<file path="config.mk">
export PLATFORM = sky130hd
export DESIGN_NAME = acfd_decoder
export DESIGN_NICKNAME = d
export VERILOG_FILES = /design/src/design/acfd_word_split.v /design/src/design/acfd_decoder.v
export VERILOG_INCLUDE_DIRS = /design/src /design/src/design
export SDC_FILE = /design/constraint.sdc
export NUM_CORES = 1
export LEC_CHECK = 0
export BUFFER_PORTS_ARGS = -buffer_cell sky130_fd_sc_hd__buf_4
export CORE_MARGIN = 2
export CORE_UTILIZATION = 45
export CTS_BUF_LIST = sky130_fd_sc_hd__clkbuf_16
export DETAILED_ROUTE_END_ITERATION = 10
export PLACE_DENSITY = 0.81
export SLEW_MARGIN = 5
export SYNTH_ARGS = -nofsm -noshare
export SYNTH_HDL_FRONTEND = slang
export SYNTH_SLANG_ARGS = --single-unit
</file>
<file path="constraint.sdc">
create_clock -name clock -period 5.1 [get_ports clock]
set_input_delay 0.51 -clock clock [delete_from_list [all_inputs] [get_ports clock]]
set_output_delay 0.51 -clock clock [all_outputs]
set_load 0.05 [all_outputs]
</file>
<file path="src/design/acfd_map.vh">
// constants for the arithmetic clause flow decoder
`ifndef ACFD_MAP_VH
`define ACFD_MAP_VH

// ----------------------------------------------------------------
// flow opcode values
// ----------------------------------------------------------------
`define ACFD_OP_W 4
`define ACFD_OP_PLAIN 4'h8
`define ACFD_OP_FIRST_PUSH 4'h9
`define ACFD_OP_SINGLE_POP 4'hA
`define ACFD_OP_DOUBLE_POP 4'hB
`define ACFD_OP_FOUR_WORD 4'hC
`define ACFD_OP_LOOP_SKIP 4'hD
`define ACFD_OP_LOOP_EXIT 4'hE
`define ACFD_OP_PUSH_INVERT 4'hF

// ----------------------------------------------------------------
// field layout, low word (offset +0, or +8 in the four word form)
// ----------------------------------------------------------------
`define ACFD_ADDR_LSB 0
`define ACFD_ADDR_W 22
`define ACFD_IDX_LSB 4
`define ACFD_BANK_A_LSB 22
`define ACFD_BANK_B_LSB 26
`define ACFD_BANK_W 4
`define ACFD_MODE_A_LSB 30
`define ACFD_MODE_W 2

// ----------------------------------------------------------------
// field layout, high word (offset +4, or +12 in the four word form)
// ----------------------------------------------------------------
`define ACFD_MODE_B_LSB 0
`define ACFD_CBA_A_LSB 2
`define ACFD_CBA_B_LSB 10
`define ACFD_CBA_W 8
`define ACFD_COUNT_LSB 18
`define ACFD_COUNT_W 7
`define ACFD_OPC_LSB 26

// ----------------------------------------------------------------
// predicate handling modes and reset values
// ----------------------------------------------------------------
`define ACFD_PM_W 3
`define ACFD_PM_UPDATE 3'h0
`define ACFD_PM_FIRST_PUSH 3'h1
`define ACFD_PM_PUSH_EACH 3'h2
`define ACFD_PM_LOOP_EXIT 3'h3
`define ACFD_PM_LOOP_SKIP 3'h4
`define ACFD_POP_W 2
`define ACFD_RST_ZERO 1'h0

`endif

</file>
<file path="src/design/acfd_word_split.v">
// splits one pair of clause words into its fields
`timescale 1ns/1ps
`default_nettype none
`include "acfd_map.vh"

module acfd_word_split (
    input wire [31:0] word_lo,
    input wire [31:0] word_hi,
    output wire [`ACFD_ADDR_W-1:0] addr,
    output wire [`ACFD_BANK_W-1:0] bank_a,
    output wire [`ACFD_BANK_W-1:0] bank_b,
    output wire [`ACFD_MODE_W-1:0] mode_a,
    output wire [`ACFD_MODE_W-1:0] mode_b,
    output wire [`ACFD_CBA_W-1:0] cba_a,
    output wire [`ACFD_CBA_W-1:0] cba_b,
    output wire [`ACFD_COUNT_W-1:0] count,
    output wire [`ACFD_OP_W-1:0] opcode,
    output wire [15:0] idx_sel
);

    // ------------------------------------------------------------
    // field extraction
    // ------------------------------------------------------------
    // the same slicing serves the normal and the extension pair,
    // since buffers two and three sit where zero and one sit
    assign addr = word_lo[`ACFD_ADDR_LSB +: `ACFD_ADDR_W];
    assign idx_sel = word_lo[`ACFD_IDX_LSB +: 16]; // only ext pair
    assign bank_a = word_lo[`ACFD_BANK_A_LSB +: `ACFD_BANK_W];
    assign bank_b = word_lo[`ACFD_BANK_B_LSB +: `ACFD_BANK_W];
    assign mode_a = word_lo[`ACFD_MODE_A_LSB +: `ACFD_MODE_W];
    assign mode_b = word_hi[`ACFD_MODE_B_LSB +: `ACFD_MODE_W];
    assign cba_a = word_hi[`ACFD_CBA_A_LSB +: `ACFD_CBA_W];
    assign cba_b = word_hi[`ACFD_CBA_B_LSB +: `ACFD_CBA_W];
    assign count = word_hi[`ACFD_COUNT_LSB +: `ACFD_COUNT_W];
    assign opcode = word_hi[`ACFD_OPC_LSB +: `ACFD_OP_W];

endmodule

`default_nettype wire

</file>
<file path="src/design/acfd_decoder.v">
// arithmetic clause flow decoder: opcode decode and predicate control
`timescale 1ns/1ps
`default_nettype none
`include "acfd_map.vh"

// What this block does
// - plain start: predicate ops update, no stack
// - loop exit start: predicate ops break unmasked pixels
// - loop skip start: predicate ops continue unmasked pixels
// - loop variants: address names the loop terminator
// - loop variants: push, clause, else, continue, pop
// - invert start: push then update, else after
// - four word opcode opens an instruction pair
// - extension words first, clause words at +8, +12
// - extension carries buffers two, three settings
// - single pop start: pop once after clause
// - double pop start: pop twice after clause
// - first push start: first op pushes and updates, rest update
// - first push start is opcode nine
module acfd_decoder (
    input wire clock,
    input wire rst_b,
    input wire in_valid,
    output wire in_ready,
    input wire [31:0] in_word_lo,
    input wire [31:0] in_word_hi,
    input wire predicate_set_op_op,
    input wire clause_done,
    output reg dec_valid_q,
    output reg bad_op_q,
    output reg [`ACFD_ADDR_W-1:0] clause_addr_q,
    output reg [`ACFD_COUNT_W-1:0] clause_count_q,
    output reg addr_is_loop_end_q,
    output reg start_push_q,
    output reg else_after_q,
    output reg [`ACFD_POP_W-1:0] pop_after_q,
    output reg [`ACFD_PM_W-1:0] pred_mode_q,
    output reg four_word_q,
    output reg [4*`ACFD_BANK_W-1:0] cb_bank_q,
    output reg [4*`ACFD_CBA_W-1:0] cb_addr_q,
    output reg [4*`ACFD_MODE_W-1:0] cb_mode_q,
    output reg [15:0] cb_idx_sel_q,
    output reg ps_valid_q,
    output reg ps_push_q,
    output reg ps_update_q,
    output reg ps_break_q,
    output reg ps_cont_q,
    output reg end_valid_q,
    output reg end_else_q,
    output reg end_cont_q,
    output reg [`ACFD_POP_W-1:0] end_pop_q
);

    // ------------------------------------------------------------
    // states and opcode helpers
    // ------------------------------------------------------------
    localparam [2:0] S_IDLE = 3'b001;
    localparam [2:0] S_EXT = 3'b010;
    localparam [2:0] S_RUN = 3'b100;

    // opcodes that start a clause directly
    function is_clause_op;
        input [`ACFD_OP_W-1:0] op;
        begin
            case (op)
                `ACFD_OP_PLAIN, `ACFD_OP_FIRST_PUSH,
                `ACFD_OP_SINGLE_POP, `ACFD_OP_DOUBLE_POP,
                `ACFD_OP_LOOP_SKIP, `ACFD_OP_LOOP_EXIT,
                `ACFD_OP_PUSH_INVERT: is_clause_op = 1'b1;
                default: is_clause_op = 1'b0;
            endcase
        end
    endfunction

    // predicate handling chosen by the opcode
    function [`ACFD_PM_W-1:0] pred_mode_of;
        input [`ACFD_OP_W-1:0] op;
        begin
            case (op)
                `ACFD_OP_FIRST_PUSH: pred_mode_of = `ACFD_PM_FIRST_PUSH;
                `ACFD_OP_PUSH_INVERT: pred_mode_of = `ACFD_PM_PUSH_EACH;
                `ACFD_OP_LOOP_EXIT: pred_mode_of = `ACFD_PM_LOOP_EXIT;
                `ACFD_OP_LOOP_SKIP: pred_mode_of = `ACFD_PM_LOOP_SKIP;
                default: pred_mode_of = `ACFD_PM_UPDATE;
            endcase
        end
    endfunction

    // ------------------------------------------------------------
    // field split of the presented pair
    // ------------------------------------------------------------
    wire [`ACFD_ADDR_W-1:0] f_addr;
    wire [`ACFD_BANK_W-1:0] f_bank_a;
    wire [`ACFD_BANK_W-1:0] f_bank_b;
    wire [`ACFD_MODE_W-1:0] f_mode_a;
    wire [`ACFD_MODE_W-1:0] f_mode_b;
    wire [`ACFD_CBA_W-1:0] f_cba_a;
    wire [`ACFD_CBA_W-1:0] f_cba_b;
    wire [`ACFD_COUNT_W-1:0] f_count;
    wire [`ACFD_OP_W-1:0] f_op;
    wire [15:0] f_idx;

    acfd_word_split u_split (
        .word_lo(in_word_lo),
        .word_hi(in_word_hi),
        .addr(f_addr),
        .bank_a(f_bank_a),
        .bank_b(f_bank_b),
        .mode_a(f_mode_a),
        .mode_b(f_mode_b),
        .cba_a(f_cba_a),
        .cba_b(f_cba_b),
        .count(f_count),
        .opcode(f_op),
        .idx_sel(f_idx)
    );

    // ------------------------------------------------------------
    // state and held extension fields
    // ------------------------------------------------------------
    reg [2:0] state_q;
    reg [2:0] state_d;
    reg [2*`ACFD_BANK_W-1:0] ext_bank_q;
    reg [2*`ACFD_CBA_W-1:0] ext_cba_q;
    reg [2*`ACFD_MODE_W-1:0] ext_mode_q;
    reg [15:0] ext_idx_q;
    reg first_seen_q;

    // a new pair is only taken while no clause is in flight
    assign in_ready = state_q[0] | state_q[1];

    wire take = in_valid & in_ready;
    wire is_ext = (f_op == `ACFD_OP_FOUR_WORD);
    wire start_ok = take & is_clause_op(f_op);
    wire loop_op = (f_op == `ACFD_OP_LOOP_EXIT) |
        (f_op == `ACFD_OP_LOOP_SKIP);

    // next state
    always @* begin
        state_d = state_q;
        case (state_q)
            S_IDLE: begin
                if (take & is_ext) begin
                    state_d = S_EXT;
                end else if (start_ok) begin
                    state_d = S_RUN;
                end
            end
            S_EXT: begin
                // a second extension pair or junk drops the pair
                if (start_ok) begin
                    state_d = S_RUN;
                end else if (take) begin
                    state_d = S_IDLE;
                end
            end
            S_RUN: begin
                if (clause_done) begin
                    state_d = S_IDLE;
                end
            end
            default: state_d = S_IDLE;
        endcase
    end

    always @(posedge clock or negedge rst_b) begin
        if (!rst_b) begin
            state_q <= S_IDLE;
        end else begin
            state_q <= state_d;
        end
    end

    // ------------------------------------------------------------
    // extension pair capture
    // ------------------------------------------------------------
    // extension words arrive first, at the lower offsets
    always @(posedge clock or negedge rst_b) begin
        if (!rst_b) begin
            ext_bank_q <= {2*`ACFD_BANK_W{`ACFD_RST_ZERO}};
            ext_cba_q <= {2*`ACFD_CBA_W{`ACFD_RST_ZERO}};
            ext_mode_q <= {2*`ACFD_MODE_W{`ACFD_RST_ZERO}};
            ext_idx_q <= 16'h0000;
        end else if (take & is_ext & state_q[0]) begin
            ext_bank_q <= {f_bank_b, f_bank_a};
            ext_cba_q <= {f_cba_b, f_cba_a};
            ext_mode_q <= {f_mode_b, f_mode_a};
            ext_idx_q <= f_idx;
        end
    end

    // ------------------------------------------------------------
    // clause start decode
    // ------------------------------------------------------------
    // everything is registered on the accepting edge together
    always @(posedge clock or negedge rst_b) begin
        if (!rst_b) begin
            dec_valid_q <= 1'b0;
            bad_op_q <= 1'b0;
            clause_addr_q <= {`ACFD_ADDR_W{`ACFD_RST_ZERO}};
            clause_count_q <= {`ACFD_COUNT_W{`ACFD_RST_ZERO}};
            addr_is_loop_end_q <= 1'b0;
            start_push_q <= 1'b0;
            else_after_q <= 1'b0;
            pop_after_q <= {`ACFD_POP_W{`ACFD_RST_ZERO}};
            pred_mode_q <= `ACFD_PM_UPDATE;
            four_word_q <= 1'b0;
            cb_bank_q <= {4*`ACFD_BANK_W{`ACFD_RST_ZERO}};
            cb_addr_q <= {4*`ACFD_CBA_W{`ACFD_RST_ZERO}};
            cb_mode_q <= {4*`ACFD_MODE_W{`ACFD_RST_ZERO}};
            cb_idx_sel_q <= 16'h0000;
        end else begin
            dec_valid_q <= start_ok;
            bad_op_q <= take & ~start_ok & ~(is_ext & state_q[0]);
            if (start_ok) begin
                clause_addr_q <= f_addr;
                clause_count_q <= f_count;
                addr_is_loop_end_q <= loop_op;
                pred_mode_q <= pred_mode_of(f_op);
                // loop variants wrap the clause in push and pop
                start_push_q <= loop_op;
                else_after_q <= loop_op |
                    (f_op == `ACFD_OP_PUSH_INVERT);
                if (f_op == `ACFD_OP_DOUBLE_POP) begin
                    pop_after_q <= 2'd2;
                end else if ((f_op == `ACFD_OP_SINGLE_POP) | loop_op) begin
                    pop_after_q <= 2'd1;
                end else begin
                    pop_after_q <= 2'd0;
                end
                four_word_q <= state_q[1];
                cb_bank_q <= {state_q[1] ? ext_bank_q :
                    {2*`ACFD_BANK_W{1'b0}}, f_bank_b, f_bank_a};
                cb_addr_q <= {state_q[1] ? ext_cba_q :
                    {2*`ACFD_CBA_W{1'b0}}, f_cba_b, f_cba_a};
                cb_mode_q <= {state_q[1] ? ext_mode_q :
                    {2*`ACFD_MODE_W{1'b0}}, f_mode_b, f_mode_a};
                cb_idx_sel_q <= state_q[1] ? ext_idx_q : 16'h0000;
            end
        end
    end

    // ------------------------------------------------------------
    // per predicate-set operation actions
    // ------------------------------------------------------------
    // ops outside a running clause are ignored, not queued
    wire ps_take = predicate_set_op_op & state_q[2];

    always @(posedge clock or negedge rst_b) begin
        if (!rst_b) begin
            ps_valid_q <= 1'b0;
            ps_push_q <= 1'b0;
            ps_update_q <= 1'b0;
            ps_break_q <= 1'b0;
            ps_cont_q <= 1'b0;
            first_seen_q <= 1'b0;
        end else begin
            ps_valid_q <= ps_take;
            ps_push_q <= 1'b0;
            ps_update_q <= 1'b0;
            ps_break_q <= 1'b0;
            ps_cont_q <= 1'b0;
            if (dec_valid_q) begin
                first_seen_q <= 1'b0;
            end
            if (ps_take) begin
                first_seen_q <= 1'b1;
                case (pred_mode_q)
                    `ACFD_PM_FIRST_PUSH: begin
                        // an op in the decode cycle is the first one
                        ps_push_q <= ~first_seen_q | dec_valid_q;
                        ps_update_q <= 1'b1;
                    end
                    `ACFD_PM_PUSH_EACH: begin
                        ps_push_q <= 1'b1;
                        ps_update_q <= 1'b1;
                    end
                    `ACFD_PM_LOOP_EXIT: ps_break_q <= 1'b1;
                    `ACFD_PM_LOOP_SKIP: ps_cont_q <= 1'b1;
                    default: ps_update_q <= 1'b1;
                endcase
            end
        end
    end

    // ------------------------------------------------------------
    // end of clause actions
    // ------------------------------------------------------------
    // else, continue and pops reported in one pulse; the engine
    // applies them in that order
    always @(posedge clock or negedge rst_b) begin
        if (!rst_b) begin
            end_valid_q <= 1'b0;
            end_else_q <= 1'b0;
            end_cont_q <= 1'b0;
            end_pop_q <= {`ACFD_POP_W{`ACFD_RST_ZERO}};
        end else begin
            end_valid_q <= state_q[2] & clause_done;
            end_else_q <= state_q[2] & clause_done & else_after_q;
            end_cont_q <= state_q[2] & clause_done &
                addr_is_loop_end_q;
            end_pop_q <= (state_q[2] & clause_done) ? pop_after_q :
                {`ACFD_POP_W{1'b0}};
        end
    end

endmodule

`default_nettype wire

</file>
==> flow_summary.json, run 1 <==
{
  "drive_gt1_share_pct": 47.6,
  "cts_setup_buffers": 0,
  "yosysUniqueCellTypes": 45,
  "htreeDepth": 4,
  "num_antenna_cells": 0,
  "max_stage_delay_ps": 990,
  "die-area_sq_um": 16500,
  "final_max_slew_viol_count": 0,
  "avgSynthCellArea_sq_um": 13.8,
  "synthArstFlopShare_pct": 100,
  "critPathCaptureType": "flop",
  "drtPass1Iterations": 4,
  "dp_hpwl_mm": 10.5,
  "rsz0062_at_grt": "false",
  "arrival_ps": 2840,
  "worstPathRequired_ps": 5400,
  "hold_path.class": "input pin to asynchronous set/reset pin",
  "maxCapViolations": 0,
  "drt-total-wl_mm": 16.0,
  "crit_path_max_fanout": 53,
  "worstMarginPinSlew_ps": 1020,
  "area_delta_synth_final_pct": 28.2,
  "die_w_um": 128,
  "fin_skew_ps": 7.53,
  "path_clk_slew_ps": 60,
  "layout_common_cells": "192 x buf_4, 167 x dfrtp_1, 88 x o21ai_0",
  "grt_pass1_wl_mm": 25.6,
  "cts_hold_buf": 0,
  "grt_max_degree": 116,
  "viasPerCell": 5.28,
  "grt.total_usage_pct": 19.9,
  "postRouteAntennaNets": 0,
  "power.total_mw": 3.98,
  "cts_buffers": 17,
  "tritoncts": "built",
  "combPwrFrac_pct": 26.5,
  "reg2reg_setup_slack_ps": 2570,
  "fmax_mhz": 395,
  "path_buf_inv": 1,
  "fp.dieH_um": 128,
  "fin_crit_sh_pct": 49.7,
  "swShare_pct": 32.3,
  "core_sq_um": 15100,
  "ys_seq_elements": 169,
  "pwr-share-clk_pct": 31.0,
  "fin_cells": 883,
  "ys_seq_area_share_pct": 60.7,
  "internal_power_mw": 2.69,
  "ys_warn_count": 0,
  "grt_pass1_vias": 4878,
  "dp.cells": 851,
  "drc": 0,
  "place.gp.congestion": 0.769,
  "p_switching_mw": 1.29,
  "cp_cell_sequence": "o211ai_1 -> or2_2 -> inv_6 -> mux2_2",
  "p_leak_nw": 4.42,
  "start_kind": "flop",
  "setup_viol": 0,
  "cts_repair_resize_count": 0,
  "synth_edf_count": 0,
  "drt_iter0_drc": 237,
  "synth_ff_type": "dfrtp_1",
  "fin_util_pct": 59.0,
  "path_delay_family": "flip-flops",
  "wl_per_cell_um": 18.1,
  "overflow": 0,
  "critical_path_class": "flop to flop",
  "fin_nets": 751,
  "postSynthCellCount": 507,
  "ir_worst_vdd_mv": 0.250,
  "rows": 45,
  "cp_slowest_cell": "dfrtp_2",
  "final_common_cell": "buf_4",
  "tns_ps": 0,
  "syn_nets": 576,
  "power_density_nw_per_um2": 445,
  "fin_crit_ps": 2530,
  "io_buffers": 188,
  "status": "finished clean",
  "maxSlewHeadroom_pct": 31.8,
  "r2r_cells": 4,
  "initial_utilization_pct": 46.0,
  "num_io_pins": 192,
  "seq_power_share_pct": 42.4,
  "cts_buffer_depth": 2,
  "clockRootBuffer": "clkbuf_16",
  "r2r_start": "state_q[1]",
  "fillCellCount": 1197,
  "vias": 4659,
  "timing.rr.end": "cb_mode_q[1]",
  "clk-insertion-delay-late_ps": 420,
  "cts_sinks": 169,
  "antenna_found_initial": 0,
  "synth_area_sq_um": 6970,
  "final_hold_viol_count": 0
}
==> flip-flops by register name, indices dropped and copies added, names as in the netlist, 2 cells and up <==
| name | flops |
|---|---|
| ext_cba_q | 16 |
| cb_mode_q | 8 |
| ext_mode_q | 4 |
| ext_bank_q | 8 |
| clause_addr_q | 22 |
| end_pop_q | 2 |
| clause_count_q | 7 |
| ext_idx_q | 16 |
| pop_after_q | 2 |
| cb_idx_sel_q | 16 |
| state_q | 3 |
| cb_bank_q | 16 |
| pred_mode_q | 3 |
| cb_addr_q | 32 |
==> worst max-delay path by stage <==
stage,startpoint,to,slack (ps),depth (start not counted)
detailed placement,in_word_hi[26],clause_addr_q[13],2510,6
CTS,state_q[1],clause_addr_q[20],2560,4
global placement,in_word_hi[26],clause_addr_q[16],2560,6
floorplan,in_word_hi[28],cb_addr_q[0],3250,7
finish,state_q[1],cb_mode_q[1],2570,4
global route,state_q[1],clause_count_q[6],2380,4
==> synth_stat cells, types with 2 or more instances <==
master / n / area (sq um)
a211oi_1: 2 / 15.0
a21oi_1: 8 / 40.0
a22o_1: 2 / 17.5
and3_1: 4 / 25.0
buf_12: 4 / 80.1
buf_2: 4 / 20.0
buf_4: 2 / 15.0
buf_6: 4 / 45.0
buf_8: 4 / 60.1
clkbuf_1: 19 / 71.3
dfrtp_1: 168 / 4200
inv_1: 3 / 11.3
mux2_2: 22 / 248
mux2_4: 79 / 1190
nand2_1: 50 / 188
nand2b_1: 4 / 25.0
nand4_1: 2 / 12.5
nor2_1: 7 / 26.3
nor3_1: 3 / 15.0
o21ai_0: 88 / 440
o21ai_1: 3 / 15.0
or2_2: 2 / 12.5
==> layer usage <==
| layer | track usage, % | vias up | part of all wire [%] |
|---|---|---|---|
| li1 | - | 2113 | - |
| met1 | 24.9 | 2367 | 41 |
| met2 | 33.9 | 161 | 52 |
| met3 | 4.53 | 18 | 5.0 |
| met4 | 7.18 | 0 | 1.8 |
| met5 | 0 | - | 0 |
==> per-stage QoR <==
| stage | hold WS [ps] | setup WS, ps | cell area, sq um |
|---|---|---|---|
| after floorplan | 214 | 3250 | 6970 |
| after global placement | 473 | 2560 | 8380 |
| after detailed placement | 485 | 2510 | 8380 |
| after CTS | 279 | 2560 | 8940 |
| after global routing | 301 | 2380 | 8940 |
| final | 231 | 2570 | 8940 |
==> power groups by stage <==
stage | clock network, mW | logic (mW) | registers (mW)
2_1_floorplan | 0 | 0.341 | 2.08
3_3_place_gp | 0 | 1.04 | 1.69
3_5_place_dp | 0 | 1.06 | 1.71
4_1_cts | 1.26 | 1.06 | 1.69
5_1_grt | 1.31 | 1.10 | 1.71
6_report | 1.23 | 1.06 | 1.69
==> cell type report <==
type                    count  area [sq um]  share of cell area [%]
clock inverters            15           135                    1.51
well taps                 188           235                    2.63
multi-input cells         297          2440                    27.3
flip-flops and latches    169          4230                    47.3
inverters                   4          20.0                   0.224
clock buffers              17           425                    4.76
repair buffers            193          1450                    16.3
==> cells by family after synthesis <==
family	count (synthesis)	share of synthesized area [%]
AND/OR/NAND/NOR	84	5.62
buffers and inverters	41	4.47
flip-flops	169	60.7
AO/OA/AOI/OAI	111	8.52
multiplexers	102	20.7
No activity file was read; power rests on OpenSTA's default activity.
==> run 2, diff against run 1 <==
--- a/config.mk
+++ b/config.mk
@@ -6,12 +6,13 @@
 export SDC_FILE = /design/constraint.sdc
 export NUM_CORES = 1
 export LEC_CHECK = 0
+export ABC_AREA = 1
 export BUFFER_PORTS_ARGS = -buffer_cell sky130_fd_sc_hd__buf_4
 export CORE_MARGIN = 2
 export CORE_UTILIZATION = 45
 export CTS_BUF_LIST = sky130_fd_sc_hd__clkbuf_16
 export DETAILED_ROUTE_END_ITERATION = 10
-export PLACE_DENSITY = 0.81
+export PLACE_DENSITY = 0.84
 export SLEW_MARGIN = 5
 export SYNTH_ARGS = -nofsm -noshare
 export SYNTH_HDL_FRONTEND = slang
==> constraint.sdc (replaced) <==
create_clock -name clock -period 2.3 [get_ports clock]
set_input_delay 0.23 -clock clock [delete_from_list [all_inputs] [get_ports clock]]
set_output_delay 0.23 -clock clock [all_outputs]
set_load 0.05 [all_outputs]
==> run 2 against run 1 <==
Die area shrank 3.4%. Power rose to 3.0 times the previous value. Routed wire length is 6.8% lower. Synthesized cell count up 36%. Global-route usage decreased by 0.40 points. Critical endpoint is now pop_after_q[0].
==> flow_summary.json, run 2 <==
{
  "synthArstFlopShare_pct": 100,
  "htreeDepth": 4,
  "synth_common_cells": "290 x nand2_1, 168 x dfrtp_1, 64 x inv_1",
  "core_sq_um": 14600,
  "drt_iter0_drc": 259,
  "post-synth-top-count-cell": "nand2_1",
  "vias": 5159,
  "synth_top_area_share_pct": 62.5,
  "grt.total_usage_pct": 19.5,
  "status": "finished clean",
  "ys_seq_area_share_pct": 62.9,
  "clk-insertion-delay-late_ps": 420,
  "postSynthCellCount": 689,
  "drt-total-wl_mm": 14.9,
  "io_buffers": 188,
  "worstMarginPinSlew_ps": 584,
  "arrival_ps": 2170,
  "cp_cell_sequence": "nor2_4 -> nor2_8 -> nand2_8 -> inv_2 -> o21ai_0 -> o21ai_0",
  "critPathCaptureType": "flop",
  "fin_skew_ps": 6.41,
  "ir_worst_vdd_mv": 0.894,
  "synth_ff_type": "dfrtp_1",
  "yosysUniqueCellTypes": 24,
  "die-area_sq_um": 15900,
  "met3_length_um": 763,
  "met2_length_mm": 7.35,
  "drtPass1Iterations": 8,
  "syn_nets": 758,
  "synth_top_area_cell": "dfrtp_1",
  "num_io_pins": 192,
  "viasPerCell": 4.79,
  "maxSlewHeadroom_pct": 61.1,
  "avgSynthCellArea_sq_um": 9.77,
  "postRouteAntennaNets": 0,
  "p_leak_nw": 4.94,
  "antenna_found_initial": 0,
  "maxCapViolations": 0,
  "ys_warn_count": 0,
  "path_delay_family": "flip-flops",
  "largest-register": "cb_addr_q",
  "synth_edf_count": 0,
  "path_clk_slew_ps": 60,
  "reg.largest.list": "cb_addr_q (32), clause_addr_q (22)",
  "grt_max_degree": 73,
  "area_delta_synth_final_pct": 31.7,
  "cts_buffer_depth": 2,
  "critical_path_class": "flop to flop",
  "initial_utilization_pct": 46.1,
  "drive_gt1_share_pct": 30.3,
  "layout_common_cells": "290 x nand2_1, 192 x buf_4, 168 x dfrtp_1",
  "crit_top_cell": "o21ai_0",
  "tns_ps": 0,
  "clockRootBuffer": "clkbuf_16",
  "cts_buffers": 17,
  "fmax_mhz": 546,
  "rows": 44,
  "fin_crit_sh_pct": 79.7,
  "drc": 0,
  "cts_sinks": 169,
  "die_w_um": 126,
  "cp_slowest_cell": "dfstp_2",
  "highest_layer": "met4",
  "synth_area_sq_um": 6730,
  "max_stage_delay_ps": 620,
  "largest_register_ffs": 32,
  "final_max_slew_viol_count": 0,
  "fin_nets": 949,
  "path_buf_inv": 1,
  "setup_viol": 0,
  "start_kind": "flop",
  "dp_hpwl_mm": 10.2,
  "grt_pass1_wl_mm": 24.8,
  "cts_setup_buffers": 0,
  "yosys-top-cells-area": "dfrtp_1 62%, nand2_1 16%, o21ai_2 5.2%",
  "final_common_cell": "nand2_1",
  "ys_seq_elements": 169,
  "grt_pass1_vias": 5092,
  "tritoncts": "built",
  "final_hold_viol_count": 0,
  "fp.dieH_um": 126,
  "num_antenna_cells": 0,
  "crit_path_max_fanout": 34,
  "overflow": 0,
  "fin_util_pct": 60.8,
  "wl_per_cell_um": 13.9,
  "rsz0062_at_grt": "false",
  "place.gp.congestion": 0.785,
  "fin_crit_ps": 1830,
  "wl_met1_mm": 6.33,
  "worstPathRequired_ps": 2640,
  "hold_path.class": "input pin to flop",
  "power_density_nw_per_um2": 1330
}
==> run 2: changes by cell type after synthesis, moves of 16 or more <==
cell and change:
inv_1 +61, nand2_1 +240, mux2_4 -79, o21ai_1 +24, o21ai_0 -54, buf_6 +19
o21ai_2 +40, mux2_2 -22, clkbuf_1 -16
==> run 2: logic make-up (layout without fill, tap and decap cells) <==
logic type / after synthesis / in the layout / share of synthesized area, %
compound gates: 104 / 104 / 10.0
simple gates: 316 / 316 / 18.8
buf+inv: 100 / 303 / 8.35
flops: 169 / 169 / 62.9
==> run 2: repair_timing <==
| item | CTS | global route |
|---|---|---|
| hold buffers | 8 | 0 |
| endpoints found under the setup margin | 0 | 0 |
| endpoints found under the hold margin | 65 | 0 |
| resized for setup | 0 | 0 |
==> run 2: report_power, final <==
group / switching [mW] / leakage (nW) / internal [mW]
Sequential: 0.528 / 2.22 / 3.90
Clock: 1.10 / 0.304 / 1.78
Combinational: 3.10 / 2.41 / 1.34
==> run 2: tightest hold or removal path: cells and delay by family <==
| kind | cells | cell delay [ps] |
|---|---|---|
| buffers and inverters | 1 | 80 |
| and+or+nand+nor | 2 | 100 |
==> run 2: worst paths after layout <==
path                                     start           endpoint  slack (ps)  cells past startpoint
worst max-delay path                state_q[0]     pop_after_q[0]         470                      6
worst min-delay path            in_word_lo[20]  clause_addr_q[20]          20                      3
worst max register to register      state_q[0]     pop_after_q[0]         470                      6
min in group asynchronous                rst_b       ext_cba_q[6]         350                      2
max in group asynchronous                rst_b     pred_mode_q[2]        1180                      3
worst min register to register    ext_idx_q[7]    cb_idx_sel_q[7]         460                      2
==> run 2: per-layer routing <==
metal / track usage, % / vias to the layer above
met2: 30.9 / 147
met4: 9.24 / 0
met3: 5.10 / 35
met5: 0 / -
li1: - / 2522
met1: 25.0 / 2455
==> run 2: metrics by stage <==
step           setup slack [ps]  power (mW)  cells  area [sq um]  hold WS (ps)
5_1_grt                     312        12.4   1076          8860          3.30
3_5_place_dp                488        8.93   1037          8190           249
3_3_place_gp                558        8.79   1037          8190           252
6_report                    468        11.8   1076          8860          15.7
2_1_floorplan               909        7.56    689          6730         -65.6
4_1_cts                     453        11.8   1076          8860         0.994
==> run 2: area by class of cell <==
type / count / area, sq um
fillers: 1239 / 5730
well taps: 184 / 230
flip-flops and latches: 169 / 4230
clock inverters: 14 / 168
repair buffers: 205 / 1610
multi-input cells: 420 / 1950
inverters: 67 / 251
clock buffers: 17 / 425
